## src/rtl/uhr_pkg.sv

```systemverilog
// Package of constants for the USB high-speed redriver strap and status logic
// Function
// RULE_01 - At reset release, both serial lines high selects serial mode, else strap mode.
// RULE_02 - Serial mode answers as target at seven-bit address 0x2C only.
// RULE_03 - Strap mode samples three-level DC gain strap: high 80, open 60, low 40 mV.
// RULE_04 - After reset in strap mode, DC gain pin outputs the high-speed flag.
// RULE_05 - Flag set after test fixture seen from unconnected, then test packet sent.
// RULE_06 - Flag set on squelch after bus reset with successful high-speed handshake.
// RULE_07 - Handshake succeeds on one chirp J then chirp K, each 18 to 128 us.
// RULE_08 - In strap mode serial clock pin outputs attach flag, set on pull-up seen.
// RULE_09 - Attach flag clears when device disconnect is detected.
// RULE_10 - Enable low holds device in reset and shutdown; high runs normally.
// RULE_11 - Outside logic keeps enable low until supply is settled.
// RULE_12 - Core regulator output enabled only while in high-speed mode.
// RULE_13 - AC gain strap sampled once at enable release; later changes ignored.
// RULE_14 - High-speed flag clears on leaving high speed, disconnect or reset.
package uhr_pkg;

  localparam logic [6:0] UHR_I2C_ADDR = 7'h2C;
  localparam int UHR_CLK_MHZ = 125;
  localparam int UHR_CHIRP_MIN_US = 18;
  localparam int UHR_CHIRP_MAX_US = 128;
  localparam int UHR_CHIRP_MIN_CYC = UHR_CHIRP_MIN_US * UHR_CLK_MHZ;
  localparam int UHR_CHIRP_MAX_CYC = UHR_CHIRP_MAX_US * UHR_CLK_MHZ;
  localparam int UHR_CNT_W = 15;

  // DC gain strap codes and the DC and AC gain reset values
  localparam logic [1:0] UHR_DC_40MV = 2'h0;
  localparam logic [1:0] UHR_DC_60MV = 2'h1;
  localparam logic [1:0] UHR_DC_80MV = 2'h2;
  localparam logic [1:0] UHR_DC_RST = UHR_DC_60MV;
  localparam logic [1:0] UHR_AC_RST = 2'h3;

  typedef enum logic [5:0] {
    UHR_ST_UNCONN = 6'h01,
    UHR_ST_FIXTURE = 6'h02,
    UHR_ST_CONN = 6'h04,
    UHR_ST_CHIRP_J = 6'h08,
    UHR_ST_CHIRP_K = 6'h10,
    UHR_ST_HS_WAIT = 6'h20
  } uhr_state_t;

endpackage

```

## src/rtl/uhr_chirp_timer.sv

```systemverilog
// Chirp duration window checker
`timescale 1ns/10ps
module uhr_chirp_timer
  import uhr_pkg::*;
#(
  parameter int MIN_CYC = UHR_CHIRP_MIN_CYC,
  parameter int MAX_CYC = UHR_CHIRP_MAX_CYC
) (
  input wire logic ref_clk,
  input wire logic sys_rst,
  input wire logic run,
  output logic in_window,
  output logic too_long
);

  logic [UHR_CNT_W-1:0] cnt_reg;

  always_ff @(posedge ref_clk) begin
    if (sys_rst || !run) begin
      cnt_reg <= '0;
    end else if (cnt_reg != MAX_CYC[UHR_CNT_W-1:0] + 15'h0001) begin
      cnt_reg <= cnt_reg + 15'h0001;
    end
  end

  // Length so far is cnt_reg + 2 cycles, the state entry cycle included
  assign in_window = run && (cnt_reg >= MIN_CYC[UHR_CNT_W-1:0] - 15'h0002)
                     && (cnt_reg <= MAX_CYC[UHR_CNT_W-1:0] - 15'h0002); // [RULE_07]
  assign too_long = run && (cnt_reg >= MAX_CYC[UHR_CNT_W-1:0] - 15'h0001); // [RULE_07]

endmodule

```

## src/rtl/uhr_strap_status.sv

```systemverilog
// Mode select, strap sampling and status flags of the USB high-speed redriver
`timescale 1ns/10ps
module uhr_strap_status
  import uhr_pkg::*;
#(
  parameter int CHIRP_MIN_CYC = UHR_CHIRP_MIN_CYC,
  parameter int CHIRP_MAX_CYC = UHR_CHIRP_MAX_CYC
) (
  input wire logic ref_clk,
  input wire logic sys_rst,
  input wire logic active_low_enable,
  input wire logic scl_in,
  input wire logic sda_in,
  input wire logic dc_strap_high,
  input wire logic dc_strap_low,
  input wire logic [1:0] ac_gain_strap,
  input wire logic pullup_seen,
  input wire logic disconnect_seen,
  input wire logic fixture_seen,
  input wire logic test_packet_seen,
  input wire logic bus_reset,
  input wire logic chirp_j,
  input wire logic chirp_k,
  input wire logic squelch,
  input wire logic hs_exit,
  input wire logic [6:0] i2c_addr_in,
  input wire logic i2c_addr_valid,
  output logic i2c_mode,
  output logic i2c_addr_match,
  output logic [1:0] dc_gain_sel,
  output logic [1:0] ac_gain_sel,
  output logic hs_active_flag,
  output logic dc_gain_strap_out,
  output logic dc_gain_strap_oe,
  output logic attach_detect_flag,
  output logic scl_out,
  output logic scl_oe,
  output logic core_regulator_out
);

  // ==========================================================================
  // Reset and strap capture
  // ==========================================================================
  logic held_reg;
  logic i2c_mode_reg;
  logic [1:0] dc_gain_reg;
  logic [1:0] ac_gain_reg;
  logic in_rst;

  assign in_rst = sys_rst || !active_low_enable; // [RULE_10]

  always_ff @(posedge ref_clk) begin
    held_reg <= in_rst;
  end

  // Straps are caught on the first cycle after enable release, then frozen
  always_ff @(posedge ref_clk) begin
    if (sys_rst) begin
      i2c_mode_reg <= 1'b0;
      dc_gain_reg <= UHR_DC_RST;
      ac_gain_reg <= UHR_AC_RST;
    end else if (held_reg && active_low_enable) begin
      i2c_mode_reg <= scl_in && sda_in; // [RULE_01]
      ac_gain_reg <= ac_gain_strap; // [RULE_13]
      if (dc_strap_high) begin
        dc_gain_reg <= UHR_DC_80MV; // [RULE_03]
      end else if (dc_strap_low) begin
        dc_gain_reg <= UHR_DC_40MV; // [RULE_03]
      end else begin
        dc_gain_reg <= UHR_DC_60MV; // [RULE_03]
      end
    end
  end

  logic strap_mode;
  assign strap_mode = !i2c_mode_reg && !in_rst;

  // ==========================================================================
  // Link state machine
  // ==========================================================================
  uhr_state_t state_reg;
  uhr_state_t state_next;
  logic hs_reg;
  logic hs_set;
  logic chirp_ok;
  logic chirp_long;
  logic chirp_run;
  logic chirp_level;
  // Window result held from the last cycle the chirp was still driven
  logic chirp_ok_j_reg;
  logic chirp_ok_k_reg;

  assign chirp_level = (state_reg == UHR_ST_CHIRP_J) ? chirp_j : chirp_k;
  assign chirp_run = ((state_reg == UHR_ST_CHIRP_J) || (state_reg == UHR_ST_CHIRP_K)) && chirp_level;

  uhr_chirp_timer #(
    .MIN_CYC(CHIRP_MIN_CYC),
    .MAX_CYC(CHIRP_MAX_CYC)
  ) u_chirp (
    .ref_clk(ref_clk),
    .sys_rst(in_rst),
    .run(chirp_run),
    .in_window(chirp_ok),
    .too_long(chirp_long)
  );

  always_comb begin
    state_next = state_reg;
    hs_set = 1'b0;
    if (disconnect_seen && (state_reg != UHR_ST_UNCONN)) begin
      state_next = UHR_ST_UNCONN; // [RULE_09]
    end else begin
      unique case (state_reg)
        UHR_ST_UNCONN: begin
          if (fixture_seen) begin
            state_next = UHR_ST_FIXTURE;
          end else if (pullup_seen) begin
            state_next = UHR_ST_CONN; // [RULE_08]
          end
        end
        UHR_ST_FIXTURE: begin
          if (test_packet_seen) begin
            hs_set = 1'b1; // [RULE_05]
            state_next = UHR_ST_CONN;
          end
        end
        UHR_ST_CONN: begin
          if (bus_reset && chirp_j) begin
            state_next = UHR_ST_CHIRP_J;
          end
        end
        UHR_ST_CHIRP_J: begin
          if (chirp_long) begin
            state_next = UHR_ST_CONN;
          end else if (!chirp_j) begin
            state_next = (chirp_k && chirp_ok_j_reg) ? UHR_ST_CHIRP_K : UHR_ST_CONN; // [RULE_07]
          end
        end
        UHR_ST_CHIRP_K: begin
          if (chirp_long) begin
            state_next = UHR_ST_CONN;
          end else if (!chirp_k) begin
            state_next = chirp_ok_k_reg ? UHR_ST_HS_WAIT : UHR_ST_CONN; // [RULE_07]
          end
        end
        UHR_ST_HS_WAIT: begin
          if (squelch) begin
            hs_set = 1'b1; // [RULE_06]
            state_next = UHR_ST_CONN;
          end else if (bus_reset && chirp_j) begin
            state_next = UHR_ST_CHIRP_J;
          end
        end
        default: begin
          state_next = UHR_ST_UNCONN;
        end
      endcase
    end
  end

  always_ff @(posedge ref_clk) begin
    if (in_rst) begin
      chirp_ok_j_reg <= 1'b0;
      chirp_ok_k_reg <= 1'b0;
    end else begin
      chirp_ok_j_reg <= (state_reg == UHR_ST_CHIRP_J) && chirp_ok;
      chirp_ok_k_reg <= (state_reg == UHR_ST_CHIRP_K) && chirp_ok;
    end
  end

  always_ff @(posedge ref_clk) begin
    if (in_rst) begin
      state_reg <= UHR_ST_UNCONN; // [RULE_10]
    end else begin
      state_reg <= state_next;
    end
  end

  // Set wins over a same-cycle exit
  always_ff @(posedge ref_clk) begin
    if (in_rst) begin
      hs_reg <= 1'b0; // [RULE_14]
    end else if (hs_set) begin
      hs_reg <= 1'b1;
    end else if (hs_exit || (state_next == UHR_ST_UNCONN) || (bus_reset && chirp_j)) begin
      hs_reg <= 1'b0; // [RULE_14]
    end
  end

  // ==========================================================================
  // Outputs
  // ==========================================================================
  logic attach_reg;

  always_ff @(posedge ref_clk) begin
    if (in_rst) begin
      attach_reg <= 1'b0;
    end else begin
      attach_reg <= (state_next != UHR_ST_UNCONN); // [RULE_08] [RULE_09]
    end
  end

  assign i2c_mode = i2c_mode_reg;
  assign i2c_addr_match = i2c_mode_reg && !in_rst && i2c_addr_valid && (i2c_addr_in == UHR_I2C_ADDR); // [RULE_02]
  assign dc_gain_sel = dc_gain_reg;
  assign ac_gain_sel = ac_gain_reg;
  assign hs_active_flag = hs_reg;
  assign dc_gain_strap_out = hs_reg; // [RULE_04]
  assign dc_gain_strap_oe = strap_mode; // [RULE_04]
  assign attach_detect_flag = attach_reg;
  assign scl_out = attach_reg; // [RULE_08]
  assign scl_oe = strap_mode; // [RULE_08]
  assign core_regulator_out = hs_reg; // [RULE_12]

endmodule

```

## config.mk

```make
export PLATFORM = sky130hd
export DESIGN_NAME = uhr_strap_status
export DESIGN_NICKNAME = d
export VERILOG_FILES = /design/src/rtl/uhr_pkg.sv /design/src/rtl/uhr_chirp_timer.sv /design/src/rtl/uhr_strap_status.sv
export SDC_FILE = /design/constraint.sdc
export NUM_CORES = 1
export LEC_CHECK = 0
export ABC_AREA = 1
export BUFFER_PORTS_ARGS = -buffer_cell sky130_fd_sc_hd__buf_2
export CORE_MARGIN = 1
export CORE_UTILIZATION = 53
export DETAILED_ROUTE_END_ITERATION = 6
export PLACE_DENSITY = 0.79
export REMOVE_ABC_BUFFERS = 1
export SLEW_MARGIN = 30
export SYNTH_ARGS = -nofsm -noshare
export SYNTH_HDL_FRONTEND = slang
export SYNTH_SLANG_ARGS = --single-unit
```

## constraint.sdc

```tcl
create_clock -name ref_clk -period 1.9 [get_ports ref_clk]
set_input_delay 0.095 -clock ref_clk [delete_from_list [all_inputs] [get_ports ref_clk]]
set_output_delay 0.095 -clock ref_clk [all_outputs]
set_load 0.005 [all_outputs]
```

==> Implementation_results.wiki, run 1 <==
{| class="wikitable"
! Metric !! Value
|-
| I/O pin total || 39
|-
| Post-synthesis sequential element count || 31
|-
| Via count of the first global-routing pass || 1,460
|-
| Clock tree root buffer cell || sky130_fd_sc_hd__clkbuf_4
|-
| Maximum number of pins on one net before global-route repair || 13
|-
| Buffer depth of the longest clock path || 2
|-
| Die X || 58.9 um
|-
| Required time reported for the critical path endpoint || 1.80 ns
|-
| Grt total ovfl || 0
|-
| Clock-pin slew on the worst setup and hold paths || 0.09 ns
|-
| Number of flip-flops under the largest register name || 15
|-
| Number of sinks driven by the clock tree || 31
|-
| Synth-to-Final Area Change || 17.9%
|-
| HPWL Detailed || 2630 um
|-
| Placed insts || 337
|-
| Slowest CP cell || sky130_fd_sc_hd__dlygate4sd3_1
|-
| Power density relative to cell area || 576 nW/um^2
|-
| Post-synthesis sequential area ratio || 36.2%
|-
| H-tree depth || 2
|-
| Nets || 334
|-
| Total of max-cap violations || 0
|-
| Final total power || 1.16 mW
|-
| Detailed-route via count || 1,723
|-
| Worst min-delay path category || primary input to register
|-
| TritonCTS clock tree || yes
|-
| Portion of synthesized cell area occupied by the leading cell type || 36.2%
|-
| Die Span Y || 58.9 um
|-
| Routed wirelength normalized by instance count || 10.1 um
|-
| Number of distinct standard cells referenced by the synthesized netlist || 27
|-
| Final Util || 66.1%
|-
| Post-route cell area || 2020 sq um
|-
| Total of fill cells in the finished design || 298
|-
| Final hold violation count || 0
|-
| Number of antenna cells inserted || 0
|-
| Commonest non-fill, non-tap cell in the layout || sky130_fd_sc_hd__nand2_1
|-
| Clock insertion delay at the later pin of the skew report || 0.34 ns
|-
| Post-route DRC violation count || 0
|-
| Commonest non-fill, non-tap cells in the layout || 60 x sky130_fd_sc_hd__nand2_1, 39 x sky130_fd_sc_hd__nor2_1, 38 x sky130_fd_sc_hd__inv_1, 38 x sky130_fd_sc_hd__buf_2, 31 x sky130_fd_sc_hd__dfxtp_1
|-
| Max Transition Viols Final || 0
|-
| Total area of multi-input combinational cells || 907 sq um
|-
| Critical-path cell list || dlygate4sd3_1 -> buf_2 -> inv_1 -> nand2_2 -> inv_2 -> nand4_1 -> nor4_1 -> buf_2
|-
| Peak supply drop || 0.482 mV
|-
| Antenna Violating Nets Remaining || 0
|-
| Number of placement rows || 20
|-
| Global-route met2 utilization || 34.1%
|-
| Synth warn || 0
|-
| Met1 track utilization from global routing || 33.7%
|-
| Die Area || 3460 sq um
|-
| Ratio of final minimum period to clock period || 88.5%
|-
| Starting DRC count in detailed routing || 118
|-
| Area of all sequential standard cells || 621 sq um
|-
| Mean cell area of the mapped netlist || 6.59 sq um
|-
| Tmin final || 1.68 ns
|-
| Number of antenna violations at the first check in global routing || 0
|-
| Core footprint || 3050 sq um
|-
| CP Class || primary input to primary output
|-
| Layer with the highest usage || met2
|-
| Global Route Usage Sum || 23.9%
|-
| Pre-antenna DRT Iters || 5
|-
| Total wire length after detailed routing || 3550 um
|-
| Count of endpoints failing setup in the final report || 0
|-
| Synth Instances || 260
|-
| Data arrival time of the critical path || 1.59 ns
|-
| Cell types occupying the most area after synthesis || sky130_fd_sc_hd__dfxtp_1 36%, sky130_fd_sc_hd__nand2_1 13%, sky130_fd_sc_hd__inv_1 8.5%
|-
| Cell taking the most area after synthesis || sky130_fd_sc_hd__dfxtp_1
|-
| Relative slew slack || 77.9%
|-
| Peak per-stage delay on the critical path || 0.54 ns
|-
| CP startpoint kind || primary input
|-
| Weighted congestion reported at the end of routability-driven placement || 0.848
|-
| Met3 demand-to-capacity share in global routing || 5.49%
|-
| Cell mode on critical path || sky130_fd_sc_hd__buf_2
|-
| Syn Std Cell Area || 1710 sq um
|-
| Detail-routed via count per cell || 4.92
|-
| Result of the run || finished clean
|-
| Maximum clock rate || 0.595 GHz
|-
| Slew of the pin with the lowest slew margin || 0.328 ns
|-
| Wire length of the first global-routing pass || 6200 um
|-
| Static leakage power || 0.938 nW
|-
| Total cell area at the placement stage || 1920 sq um
|-
| Worst-case clock skew || 0.00278 ns
|-
| Share of final-layout standard cells stronger than drive strength 1 || 19.3%
|-
| Largest fanout of any net on the critical path || 8
|-
| Critical path endpoint category || primary output
|-
| Number of buffers inserted by port buffering || 38
|-
| Setup repair after global routing missed its margin || false
|-
| Setup TNS || 0 ns
|-
| TritonCTS buffer count || 5
|-
| Filler-free cell count of the finished design || 350
|-
| Initial core utilization || 56.1%
|}
[layer usage]
metal,vias up,part of all wire (%)
met4,0,1.7
met2,48,43
li1,923,-
met3,7,6.0
met5,-,0
met1,745,49
[cell families (layout without fill, tap and decap cells)]
family | Yosys count | count (layout) | share of synthesized area (%)
fa+ha+maj | 3 | 3 | 2.19
flops | 31 | 31 | 36.2
compound gates | 32 | 32 | 10.6
simple gates | 148 | 148 | 39.0
buf+inv | 44 | 90 | 11.0
xor+xnor | 2 | 2 | 1.02
[repair_timing]
action | 4_1_cts | 5_1_grt
setup buffers | 0 | 0
hold buffers | 5 | 0
resized for setup | 0 | 2
setup endpoints to repair | 0 | 1
hold endpoints to repair | 4 | 0
[synthesized netlist by cell type (all sizes together)]
library cell and n:
or2 1, a21oi 17, nand2 65, xor2 2, nand3 17, buf 5, nor2 45, a211oi 1
nor3b 2, o21bai 1, dfxtp 31, nand4 6, o31ai 2, o211ai 1, inv 39, ha 3
nor4 4, o21a 2, nor3 8, o21ai 8
[metrics by stage]
stage	hold slack, ns	setup slack (ns)
after floorplan	0.164	0.539
after global placement	0.284	0.390
after detailed placement	0.287	0.357
after CTS	0.00849	0.0711
after global routing	0.0429	0.0959
final	0.0241	0.219
[area by class of cell]
type	instances	area share [%]
Multi-Input combinational cell	185	44.9
Inverter	39	7.25
Tap cell	44	2.73
Timing Repair Buffer	43	11.9
Sequential cell	31	30.7
Clock buffer	7	2.23
Clock inverter	1	0.248
[path summary, 6_finish.rpt]
check        slack, ns                  end                from  cells past startpoint
min               0.02   core_regulator_out             hs_exit                      4
max               0.22       i2c_addr_match             sys_rst                      8
max reg2reg       0.32  u_chirp.cnt_reg[10]  u_chirp.cnt_reg[0]                      8
min reg2reg       0.49       ac_gain_sel[0]      ac_gain_sel[0]                      2
[power breakdown]
group          internal, mW  switching, mW
Combinational        0.0546         0.0646
Clock                 0.144          0.228
Sequential            0.663        0.00770
Total                 0.862          0.301
[critical path, delay by kind of cell]
| family | cells | cell delay, ns |
|---|---|---|
| buffers and inverters | 5 | 1.07 |
| AND/OR/NAND/NOR | 3 | 0.41 |
Power figures use the tool's default switching activity.
==> run 2: changes to the inputs <==
Settings changed: CORE_MARGIN 1 to 4.
==> Implementation_results.wiki, run 2 (synthesized netlist as in run 1, its figures left out) <==
{| class="wikitable"
! Metric !! Value
|-
| Nets || 334 (unchanged)
|-
| Required time reported for the critical path endpoint || 1.80 ns (about the same)
|-
| Static leakage power || 0.947 nW (+0.99%)
|-
| TritonCTS buffer count || 5 (unchanged)
|-
| Clock insertion delay at the later pin of the skew report || 0.33 ns (about the same)
|-
| H-tree depth || 2 (unchanged)
|-
| Number of sinks driven by the clock tree || 31 (unchanged)
|-
| Commonest non-fill, non-tap cell in the layout || sky130_fd_sc_hd__nand2_1
|-
| Maximum clock rate || 0.608 GHz (+2.1%)
|-
| Post-route cell area || 2040 sq um (+0.93%)
|-
| Number of flip-flops under the largest register name || 15 (unchanged)
|-
| Critical path endpoint category || primary output
|-
| Grt total ovfl || 0 (unchanged)
|-
| Number of cells traversed by the worst register-to-register path || 8 (unchanged)
|-
| Number of buffers inserted by port buffering || 38 (unchanged)
|-
| Post-CTS Repair Setup Buffers || 0 (unchanged)
|-
| Global Route Usage Sum || 19.4% (-4.6 points)
|-
| Slew of the pin with the lowest slew margin || 0.327 ns (-0.00184 ns)
|-
| Number of stages on the worst hold path || 4 (unchanged)
|-
| Number of antenna violations at the first check in global routing || 0 (unchanged)
|-
| Commonest non-fill, non-tap cells in the layout || 60 x sky130_fd_sc_hd__nand2_1, 39 x sky130_fd_sc_hd__nor2_1, 38 x sky130_fd_sc_hd__inv_1, 38 x sky130_fd_sc_hd__buf_2, 31 x sky130_fd_sc_hd__dfxtp_1
|-
| Largest fanout of any net on the critical path || 8 (unchanged)
|-
| Power density relative to cell area || 601 nW/um^2 (+4.4%)
|-
| Die X || 64.9 um (+10%)
|-
| Result of the run || finished clean
|-
| I/O pin total || 39 (unchanged)
|-
| Buffer depth of the longest clock path || 2 (unchanged)
|-
| Worst min-delay path category || primary input to register
|-
| Wire length of the first global-routing pass || 6420 um (+3.7%)
|-
| Number of antenna cells inserted || 0 (unchanged)
|-
| Die Area || 4210 sq um (+21%)
|-
| Max Transition Viols Final || 0 (unchanged)
|-
| Starting DRC count in detailed routing || 101 (-14%)
|-
| Die Span Y || 64.9 um (+10%)
|-
| Total of fill cells in the finished design || 286 (-4.0%)
|-
| Setup TNS || 0 ns (unchanged)
|-
| Routed wirelength normalized by instance count || 10.4 um (+2.1%)
|-
| CP Class || primary input to primary output
|-
| Total cell area at the placement stage || 1920 sq um (unchanged)
|-
| CP startpoint kind || primary input
|-
| Post-route DRC violation count || 0 (unchanged)
|-
| Tmin final || 1.65 ns (-0.0351 ns)
|-
| Relative slew slack || 78.0% (+0.12 points)
|-
| Via count of the first global-routing pass || 1,534 (+5.1%)
|-
| Share of final-layout standard cells stronger than drive strength 1 || 19.6% (+0.33 points)
|-
| HPWL Detailed || 2850 um (+8.1%)
|-
| Weighted congestion reported at the end of routability-driven placement || 0.864 (+1.9%)
|-
| Peak supply drop || 0.406 mV (-16%)
|-
| Core footprint || 3080 sq um (+0.82%)
|-
| Worst-case clock skew || 0.00807 ns (+0.00529 ns)
|-
| TritonCTS clock tree || yes
|-
| Antenna Violating Nets Remaining || 0 (unchanged)
|-
| Initial core utilization || 55.7% (-0.46 points)
|-
| Total wire length after detailed routing || 3620 um (+2.1%)
|-
| Synth-to-Final Area Change || 19.0%
|-
| Final hold violation count || 0 (unchanged)
|-
| Detailed-route via count || 1,717 (-0.35%)
|-
| Total of max-cap violations || 0 (unchanged)
|-
| Detail-routed via count per cell || 4.91 (-0.35%)
|-
| Maximum number of pins on one net before global-route repair || 13 (unchanged)
|-
| Area of all sequential standard cells || 621 sq um (unchanged)
|-
| Pre-antenna DRT Iters || 4 (-1)
|-
| Clock tree root buffer cell || sky130_fd_sc_hd__clkbuf_4
|-
| Count of endpoints failing setup in the final report || 0 (unchanged)
|-
| Total area of multi-input combinational cells || 907 sq um (unchanged)
|-
| Ratio of final minimum period to clock period || 86.6% (-1.8 points)
|-
| Data arrival time of the critical path || 1.55 ns (-0.04 ns)
|-
| Clock-pin slew on the worst setup and hold paths || 0.10 ns (about the same)
|-
| Number of placement rows || 20 (unchanged)
|-
| Setup repair after global routing missed its margin || false
|}
[run 2: where the power goes]
group	internal, mW	leakage, nW	switching, mW
clock network	0.218	0.0386	0.218
logic	0.0546	0.657	0.0639
registers	0.663	0.252	0.00791
total	0.935	0.947	0.290
[run 2: worst paths after layout]
path | start | to | slack (ns)
worst max-delay path | sys_rst | i2c_addr_match | 0.25
worst min-delay path | hs_exit | core_regulator_out | 0.02
worst max register to register | u_chirp.cnt_reg[1] | u_chirp.cnt_reg[12] | 0.35
worst min register to register | ac_gain_sel[0] | ac_gain_sel[0] | 0.48
[run 2: cell type report]
cell class | count | area share, %
multi-input cells | 185 | 44.5
flip-flops and latches | 31 | 30.4
repair buffers | 43 | 11.8
inverters | 39 | 7.18
clock buffers | 8 | 3.38
well taps | 44 | 2.70
[run 2: through the flow]
| step | power, mW | worst slack [ns] | hold WS (ns) | util, % | instances |
|---|---|---|---|---|---|
| 4_1_cts | 1.23 | 0.0904 | 0.00818 | 66.1 | 350 |
| 3_3_place_gp | 0.794 | 0.399 | 0.285 | 62.3 | 337 |
| 5_1_grt | 1.29 | 0.0884 | 0.0349 | 66.2 | 350 |
| 6_report | 1.22 | 0.254 | 0.0179 | 66.2 | 350 |
| 3_5_place_dp | 0.795 | 0.386 | 0.287 | 62.3 | 337 |
| 2_1_floorplan | 0.741 | 0.539 | 0.164 | - | 255 |
[run 2: critical path: stages]
cell,delay [ns]
sky130_fd_sc_hd__dlygate4sd3_1,0.53
sky130_fd_sc_hd__buf_2,0.13
sky130_fd_sc_hd__inv_1,0.11
sky130_fd_sc_hd__nand2_2,0.14
sky130_fd_sc_hd__inv_2,0.14
sky130_fd_sc_hd__nand4_1,0.10
sky130_fd_sc_hd__nor4_1,0.15
sky130_fd_sc_hd__buf_2,0.15
[run 2: what timing repair did]
item,CTS,global route
resized for setup,0,2
hold buffers,5,0
hold endpoints to repair,4,0
setup endpoints to repair,0,1
[run 2: layer usage]
metal	track usage (%)	share of wire (%)
met2	30.7	45
met5	0	0
met4	6.33	0.80
met1	24.8	49
met3	6.24	4.5
